--- src/inc/tick_timer_pkg.sv ---
// Constants, register map and carrier types for the tick timer block.
// Assumes an APB slave with 32-bit data, byte addresses, one word per register.
package tick_timer_pkg;

  // ==========================================================
  // Register byte offsets
  localparam logic [11:0] ctrl_status_offset = 12'h010;
  localparam logic [11:0] reload_offset = 12'h014;
  localparam logic [11:0] count_value_offset = 12'h018;
  localparam logic [11:0] calibration_offset = 12'h01c;
  localparam logic [11:0] enable_set_low_offset = 12'h100;

  // ==========================================================
  // Field positions
  localparam int count_width = 24;
  localparam int ctrl_enable_bit = 0;
  localparam int ctrl_tick_irq_bit = 1;
  localparam int ctrl_clk_source_bit = 2;
  localparam int ctrl_wrap_seen_bit = 16;
  localparam int cal_no_ref_bit = 31;
  localparam int cal_inexact_bit = 30;

  // ==========================================================
  // Fixed values
  localparam logic [23:0] ten_ms_reload_cal = 24'h0009c4;
  localparam logic [31:0] enable_set_low_mask = 32'hffff8fff;
  localparam logic [23:0] count_zero = 24'h000000;
  localparam logic [23:0] count_one = 24'h000001;

  // ==========================================================
  // Tick clock derivation
  localparam int tick_divide = 32;
  localparam int osc_sync_stages = 2;

  // ==========================================================
  // Carrier: the control fields of the control and status register
  typedef struct packed {
    logic enable;
    logic tick_irq_enable;
    logic clk_source;
  } ctrl_type;

endpackage

--- src/design/osc_sync.sv ---
// Two-flop synchroniser for the main oscillator input pin.
// Assumes the pin is asynchronous to pclk and slower than pclk/2.
`timescale 1ns/10ps
module osc_sync (
  // Clock and reset
  input wire logic pclk,
  input wire logic presetn,
  // Pin in, synchronised level out
  input wire logic async_in,
  output logic sync_out
);

  // First stage is read only by the second stage
  logic stage1;

  // ==========================================================
  // Synchroniser flops
  always_ff @(posedge pclk or negedge presetn) begin
    if (!presetn) begin
      stage1 <= 1'b0;
      sync_out <= 1'b0;
    end else begin
      stage1 <= async_in;
      sync_out <= stage1;
    end
  end

endmodule

--- src/design/tick_divider.sv ---
// Divides rising edges of the synchronised oscillator by a fixed ratio.
// Assumes the input is already on pclk; emits one-cycle tick pulses.
`timescale 1ns/10ps
module tick_divider #(
  parameter int divide = tick_timer_pkg::tick_divide
) (
  // Clock and reset
  input wire logic pclk,
  input wire logic presetn,
  // Synchronised oscillator level
  input wire logic osc_level,
  // One pclk pulse per divide oscillator cycles
  output logic tick
);

  localparam int cnt_w = (divide > 1) ? $clog2(divide) : 1;
  localparam logic [cnt_w-1:0] last = cnt_w'(divide - 1);

  // Elaboration check: a ratio below two leaves no room to count
  if (divide < 2) begin : g_bad_divide
    $error("tick_divider: divide must be at least 2");
  end

  logic osc_prev; // Last sampled level for edge finding
  logic [cnt_w-1:0] cnt; // Edges seen in this period
  logic next_osc_prev;
  logic [cnt_w-1:0] next_cnt;
  logic next_tick;

  // ==========================================================
  // Edge count and wrap
  always_comb begin
    next_osc_prev = osc_level;
    next_cnt = cnt;
    next_tick = 1'b0;
    if (osc_level && !osc_prev) begin
      // Rising edge of the oscillator
      if (cnt == last) begin
        next_cnt = '0;
        next_tick = 1'b1;
      end else begin
        next_cnt = cnt + 1'b1;
      end
    end
  end

  // Register stage
  always_ff @(posedge pclk or negedge presetn) begin
    if (!presetn) begin
      osc_prev <= 1'b0;
      cnt <= '0;
      tick <= 1'b0;
    end else begin
      osc_prev <= next_osc_prev;
      cnt <= next_cnt;
      tick <= next_tick;
    end
  end

endmodule

--- src/design/tick_timer.sv ---
// Tick timer with count value, reload, calibration word and the lower
// interrupt set-enable bank, reached over APB.
// Assumes main_osc_input is an asynchronous pin well below pclk/2.
// Behaviour notes
// - The slave answers every transfer in its first access cycle.
// - Unmapped addresses answer with an error, read zero, ignore writes.
// - The calibration word is fixed; writes to it are dropped silently.
// - Bits 14-12 of the enable bank never set, whatever is written.
// - Reaching zero means a tick that takes the count from one; a tick
//   at zero (after a count write) only reloads and sets no flag.
// - A wrap in the same cycle as a read or a count write still sets
//   the wrap-seen flag, so software never loses an event.
// - The clock-source bit is stored and read back only; the timer
//   always runs from the divided oscillator.
// - The oscillator is seen three pclk cycles late through the
//   synchroniser and edge finder; tick spacing is unaffected.
// - The oscillator must stay well below half of pclk so that every
//   level is held for at least two samples.
//
// The placing of the registers and the APB register port were left to the implementer.
`timescale 1ns/10ps
module tick_timer #(
  parameter logic no_ref_clock_flag = 1'b0,
  parameter logic cal_inexact_flag = 1'b0
) (
  // Clock and reset
  input wire logic pclk,
  input wire logic presetn,
  // APB slave
  input wire logic psel,
  input wire logic penable,
  input wire logic pwrite,
  input wire logic [11:0] paddr,
  input wire logic [31:0] pwdata,
  output logic [31:0] prdata,
  output logic pready,
  output logic pslverr,
  // Oscillator pin
  input wire logic main_osc_input,
  // Tick exception pend and enables to the interrupt controller
  output logic tick_pend,
  output logic [31:0] irq_enable_set
);

  // ==========================================================
  // Declarations
  logic osc_level; // Synchronised oscillator
  logic tick; // One pulse per 32 oscillator cycles
  tick_timer_pkg::ctrl_type ctrl; // Control fields
  tick_timer_pkg::ctrl_type next_ctrl;
  logic wrap_seen; // Sticky reached-zero flag
  logic next_wrap_seen;
  logic [23:0] reload; // Reload value, undefined at reset in spirit; zero here
  logic [23:0] next_reload;
  logic [23:0] count; // Present count
  logic [23:0] next_count;
  logic [31:0] next_irq_enable_set;
  logic [31:0] next_prdata;
  logic next_pready;
  logic next_pslverr;
  logic next_tick_pend;
  logic access; // Access phase of a transfer
  logic wr; // Write takes effect this edge
  logic rd; // Read data taken this edge
  logic hit_count; // Count register addressed
  logic wrap; // Count wraps at this tick
  logic mapped; // Address decodes to a register

  // ==========================================================
  // Elaboration checks
  // The read mux and the calibration word assume the package count
  // width; a package edit that changes it must fail here, not later
  if ($bits(count) != tick_timer_pkg::count_width) begin : g_bad_count_width
    $error("tick_timer: count width must match the package");
  end
  if ($bits(reload) != tick_timer_pkg::count_width) begin : g_bad_reload_width
    $error("tick_timer: reload width must match the package");
  end

  // ==========================================================
  // Oscillator path
  osc_sync u_sync (
    .pclk(pclk),
    .presetn(presetn),
    .async_in(main_osc_input),
    .sync_out(osc_level)
  );

  // Divide by 32 to form the tick clock enable
  tick_divider #(
    .divide(tick_timer_pkg::tick_divide)
  ) u_div (
    .pclk(pclk),
    .presetn(presetn),
    .osc_level(osc_level),
    .tick(tick)
  );

  // ==========================================================
  // Bus decode
  // The slave answers in the first access cycle, so pready is the
  // registered copy of setup; zero wait states seen from the master.
  assign access = psel && penable && pready;
  assign wr = access && pwrite;
  assign rd = access && !pwrite;
  assign hit_count = (paddr == tick_timer_pkg::count_value_offset);
  assign wrap = ctrl.enable && tick && (count == tick_timer_pkg::count_one);
  always_comb begin
    unique case (paddr)
      tick_timer_pkg::ctrl_status_offset,
      tick_timer_pkg::reload_offset,
      tick_timer_pkg::count_value_offset,
      tick_timer_pkg::calibration_offset,
      tick_timer_pkg::enable_set_low_offset: mapped = 1'b1;
      default: mapped = 1'b0;
    endcase
  end

  // ==========================================================
  // Handshake: ready in the cycle after setup
  always_comb begin
    next_pready = psel && !penable;
    // The error flag only ever rises together with pready
    next_pslverr = psel && !penable && !mapped;
  end

  // ==========================================================
  // Read mux, registered in the setup cycle so prdata is a flop
  always_comb begin
    next_prdata = 32'h00000000;
    if (psel && !penable && !pwrite) begin
      unique case (paddr)
        tick_timer_pkg::ctrl_status_offset: begin
          next_prdata[tick_timer_pkg::ctrl_enable_bit] = ctrl.enable;
          next_prdata[tick_timer_pkg::ctrl_tick_irq_bit] = ctrl.tick_irq_enable;
          next_prdata[tick_timer_pkg::ctrl_clk_source_bit] = ctrl.clk_source;
          // Includes a wrap landing this cycle so a read never misses it
          next_prdata[tick_timer_pkg::ctrl_wrap_seen_bit] = wrap_seen || wrap;
        end
        tick_timer_pkg::reload_offset: begin
          next_prdata[23:0] = reload;
        end
        tick_timer_pkg::count_value_offset: begin
          next_prdata[23:0] = count;
        end
        tick_timer_pkg::calibration_offset: begin
          next_prdata[tick_timer_pkg::cal_no_ref_bit] = no_ref_clock_flag;
          next_prdata[tick_timer_pkg::cal_inexact_bit] = cal_inexact_flag;
          next_prdata[23:0] = tick_timer_pkg::ten_ms_reload_cal;
        end
        tick_timer_pkg::enable_set_low_offset: begin
          next_prdata = irq_enable_set;
        end
        default: begin
          next_prdata = 32'h00000000;
        end
      endcase
    end
  end

  // ==========================================================
  // Control, reload and enable bank writes
  always_comb begin
    next_ctrl = ctrl;
    next_reload = reload;
    next_irq_enable_set = irq_enable_set;
    if (wr && paddr == tick_timer_pkg::ctrl_status_offset) begin
      next_ctrl.enable = pwdata[tick_timer_pkg::ctrl_enable_bit];
      next_ctrl.tick_irq_enable = pwdata[tick_timer_pkg::ctrl_tick_irq_bit];
      next_ctrl.clk_source = pwdata[tick_timer_pkg::ctrl_clk_source_bit];
    end
    if (wr && paddr == tick_timer_pkg::reload_offset) begin
      next_reload = pwdata[23:0];
    end
    if (wr && paddr == tick_timer_pkg::enable_set_low_offset) begin
      // Ones set, zeros leave alone; unassigned bits never set
      next_irq_enable_set = irq_enable_set
        | (pwdata & tick_timer_pkg::enable_set_low_mask);
    end
  end

  // ==========================================================
  // Counter and wrap-seen flag
  always_comb begin
    next_count = count;
    next_wrap_seen = wrap_seen;
    next_tick_pend = 1'b0;
    // Enable from off loads the reload value before the first tick
    if (wr && paddr == tick_timer_pkg::ctrl_status_offset
        && pwdata[tick_timer_pkg::ctrl_enable_bit] && !ctrl.enable) begin
      next_count = reload;
    end else if (ctrl.enable && tick) begin
      // A tick at zero reloads too, so a cleared count restarts cleanly
      if (count == tick_timer_pkg::count_zero
          || count == tick_timer_pkg::count_one) begin
        next_count = reload;
      end else begin
        next_count = count - tick_timer_pkg::count_one;
      end
    end
    // Clear by read of the control register
    if (rd && paddr == tick_timer_pkg::ctrl_status_offset) begin
      next_wrap_seen = 1'b0;
    end
    // Any count write forces zero and drops the flag
    if (wr && hit_count) begin
      next_count = tick_timer_pkg::count_zero;
      next_wrap_seen = 1'b0;
    end
    // A wrap in the same cycle as a clear still sets the flag
    if (wrap) begin
      next_wrap_seen = 1'b1;
      next_tick_pend = ctrl.tick_irq_enable;
    end
  end

  // ==========================================================
  // Register stage
  always_ff @(posedge pclk or negedge presetn) begin
    if (!presetn) begin
      ctrl <= '0;
      // Reload and count have no defined reset value; zero keeps the
      // read path free of unknowns
      reload <= tick_timer_pkg::count_zero;
      count <= tick_timer_pkg::count_zero;
      wrap_seen <= 1'b0;
      irq_enable_set <= 32'h00000000;
      prdata <= 32'h00000000;
      pready <= 1'b0;
      pslverr <= 1'b0;
      tick_pend <= 1'b0;
    end else begin
      ctrl <= next_ctrl;
      reload <= next_reload;
      count <= next_count;
      wrap_seen <= next_wrap_seen;
      irq_enable_set <= next_irq_enable_set;
      prdata <= next_prdata;
      pready <= next_pready;
      pslverr <= next_pslverr;
      tick_pend <= next_tick_pend;
    end
  end

endmodule

--- config.mk ---
export PLATFORM = sky130hd
export DESIGN_NAME = tick_timer
export DESIGN_NICKNAME = d
export VERILOG_FILES = /design/src/inc/tick_timer_pkg.sv /design/src/design/osc_sync.sv /design/src/design/tick_divider.sv /design/src/design/tick_timer.sv
export SDC_FILE = /design/constraint.sdc
export NUM_CORES = 1
export LEC_CHECK = 0
export BUFFER_PORTS_ARGS = -buffer_cell sky130_fd_sc_hd__buf_2
export CAP_MARGIN = 20
export CORE_ASPECT_RATIO = 1.2
export CORE_MARGIN = 2
export CORE_UTILIZATION = 45
export DETAILED_ROUTE_END_ITERATION = 12
export PLACE_DENSITY_LB_ADDON = 0.15
export RECOVER_POWER = 25
export SYNTH_ARGS = -nofsm -noshare
export SYNTH_HDL_FRONTEND = slang
export SYNTH_SLANG_ARGS = --single-unit
--- constraint.sdc ---
create_clock -name pclk -period 6 [get_ports pclk]
set_input_delay 1.2 -clock pclk [delete_from_list [all_inputs] [get_ports pclk]]
set_output_delay 1.2 -clock pclk [all_outputs]
set_load 0.01 [all_outputs]
==> results_dict.tcl <==
set metrics [dict create \
    drcViolationCount 0 \
    drv_slew 0 \
    min_path_type "reg -> reg" \
    power_density_nw_per_um2 288.2 \
    cts_tree "built" \
    dp.cells 787 \
    max_stage_delay_ps 760 \
    first_pass_iters 7 \
    fin_ws_ps 2320 \
    antennaDiodeCount 0 \
    critPathMostFrequentCell "buf_4" \
    worst_slew_pin_slew_ps 1367 \
    core_area_um2 12610 \
    grt_max_degree 53 \
    drtAntennaViolNets 0 \
    path_max_fanout 21 \
    synth-main-ff-cell "dfrtp_1" \
    fillers 1110 \
    ir_drop_v 0.0001963 \
    setup_viol 0 \
    cts_sinks 125 \
    cts_setup_buffers 0 \
    worstPathCellList "buf_2, or4b_2, nor2_2, and4b_1, buf_4, and2_1, buf_4, mux2_2" \
    grt_pass1_wl_mm 25.76 \
    crit_type "in -> reg" \
    antenna_found_initial 0 \
    period_minus_slack_ps 3680 \
    cp_slowest_cell "or4b_2" \
    pre_cts_slack_ps 1865 \
    holdPathStages 0 \
    final_cells 819 \
    worstSkewPairLatency_ps 420 \
    port_buffers 113 \
    run_status "complete, no violations" \
    syn_area_per_cell_um2 10.98 \
    syn_to_final_growth_pct 23.33 \
    routed-via-count 4852 \
    crit_arrival_ps 3980 \
    synth_cells 529 \
    synth.cell_area_um2 5808 \
    seq_area_um2 3128 \
    multi_input_area_um2 2480 \
    drt_iter0_drc 329 \
    dpl.hpwl_mm 11.01 \
    htree_levels 4 \
    finalCritPeriodShare 0.6134 \
    grt_use_total 0.2433 \
    die_w_um 107.7 \
    finalHoldViolCount 0 \
    layout-drive-gt1-share 0.2977 \
    overflow 0 \
    num_io_pins 117 \
    cts_max_path_buffers 2 \
    grt_pass1_vias 4833 \
    worst-r2r-setup-slack_ps 2880 \
    die_y_um 128.5 \
    postCtsHoldBufs 0 \
    clk_pin_slew_ps 60 \
    worstRegToRegCells 5 \
    fin_util 0.5680 \
    slew_headroom 0.08893 \
    rsz0062_at_grt "false" \
    ys_warn_count 0 \
    cts-root-buf "clkbuf_16" \
    gp_congestion 0.9119 \
    rows 45 \
    ys_ff_latch 125 \
    worstPathRequired_ps 6300 \
    numCtsBuffers 17 \
    ys_types 53 \
    setup.worst_path.start_class "primary input" \
    start_util 0.4605 \
    cts_resized 0 \
    dieArea_um2 13840 \
    seq_area_frac_synth 0.5386 \
    end_kind "flop" \
    nets 697 \
    fmaxAchievable_mhz 271.7 \
    wl_per_cell_um 19.79 \
    fin_tns_setup_ps 0 \
    avgViaCountPerCell 5.924 \
    leakage_nw 3.820 \
    drv_cap 0 \
    drt-total-wl_mm 16.21 \
    synth_edf_count 0 \
    async_flop_share 1.000 \
    clock_skew_ps 9.696 \
]
## logic make-up (layout without fill, tap and decap cells)
group           count (synthesis)  count (layout)  synth area share
buf+inv                        44             168           0.03576
compound gates                152             152            0.1807
other cells                     1               3         0.0006457
fa+ha+maj                       5               5           0.01077
mux                            43              43           0.08035
flops                         125             125            0.5386
simple gates                  159             159            0.1532
## path summary, 6_finish.rpt
path / start / to
min in group asynchronous: presetn / irq_enable_set[1]
min: u_sync.stage1 / u_sync.sync_out
max in group asynchronous: presetn / count[16]
min reg2reg: u_sync.stage1 / u_sync.sync_out
max: paddr[8] / reload[19]
max reg2reg: count[6] / count[15]
## critical path: cells and delay by family
family	cells	cell delay, ps
buf+inv	3	720
simple gates	4	1680
mux	1	370
## per-stage QoR
stage	hold slack (ps)	power (mW)	instance area [um2]
floorplan	331.2	0.9049	5816
global placement	335.8	0.9454	6524
detailed placement	340.5	0.9510	6524
CTS	353.6	2.077	7168
global route	366.8	2.133	7163
finish	350.8	2.064	7163
## cell usage in the layout, fill, tap and decap left out, types with 17 or more instances in the layout
cell and count:
mux2_2 29, a21o_1 32, nand2_1 30, clkbuf_16 17
nor2_1 35, o21ai_0 18, buf_2 111, nor4_1 17
a222oi_1 17, dfrtp_1 125, a21oi_1 34
## report_power, final
part | internal [mW] | switching (mW)
Sequential | 0.857 | 0.0123
Combinational | 0.0254 | 0.0414
Clock | 0.738 | 0.390
## cell usage after synthesis (all sizes together) (6+ instances only)
cell	count	area [um2]
o21ai	20	100.1
nor4	18	127.6
o211ai	10	75.07
and3	14	87.58
clkbuf	23	86.33
or3	6	37.54
nor3	13	81.33
or4	7	52.55
mux2	29	326.6
a22oi	15	117.6
buf	13	91.33
a21oi	34	170.2
nor2	36	137.6
a222oi	17	170.2
inv	8	30.03
nand3	7	35.03
a21o	32	240.2
dfrtp	125	3128
nand2	30	112.6
and2	8	50.05
o22ai	10	62.56
mux2i	14	140.1
## layer usage
layer  share of wire  global-route usage  vias up
met5               0                   0        -
met4           0.015             0.08371        0
met3           0.057             0.05674       16
met2            0.48              0.3992      176
met1            0.44              0.3180     2432
li1                -                   -     2228
## state kept, by name (all words and copies together), names as in the netlist, 3 cells and up
name,count
reload,24
prdata,32
irq_enable_set,29
u_div.cnt,5
count,24
ctrl,3
## cell type report
type / count / share of cell area
clock inverter: 14 / 0.03004
clock buffer: 18 / 0.05991
sequential: 125 / 0.4367
timing repair buffer: 128 / 0.09432
multi-input combinational: 362 / 0.3462
inverter: 8 / 0.004192
tap: 164 / 0.02865
Power figures use the tool's default switching activity.
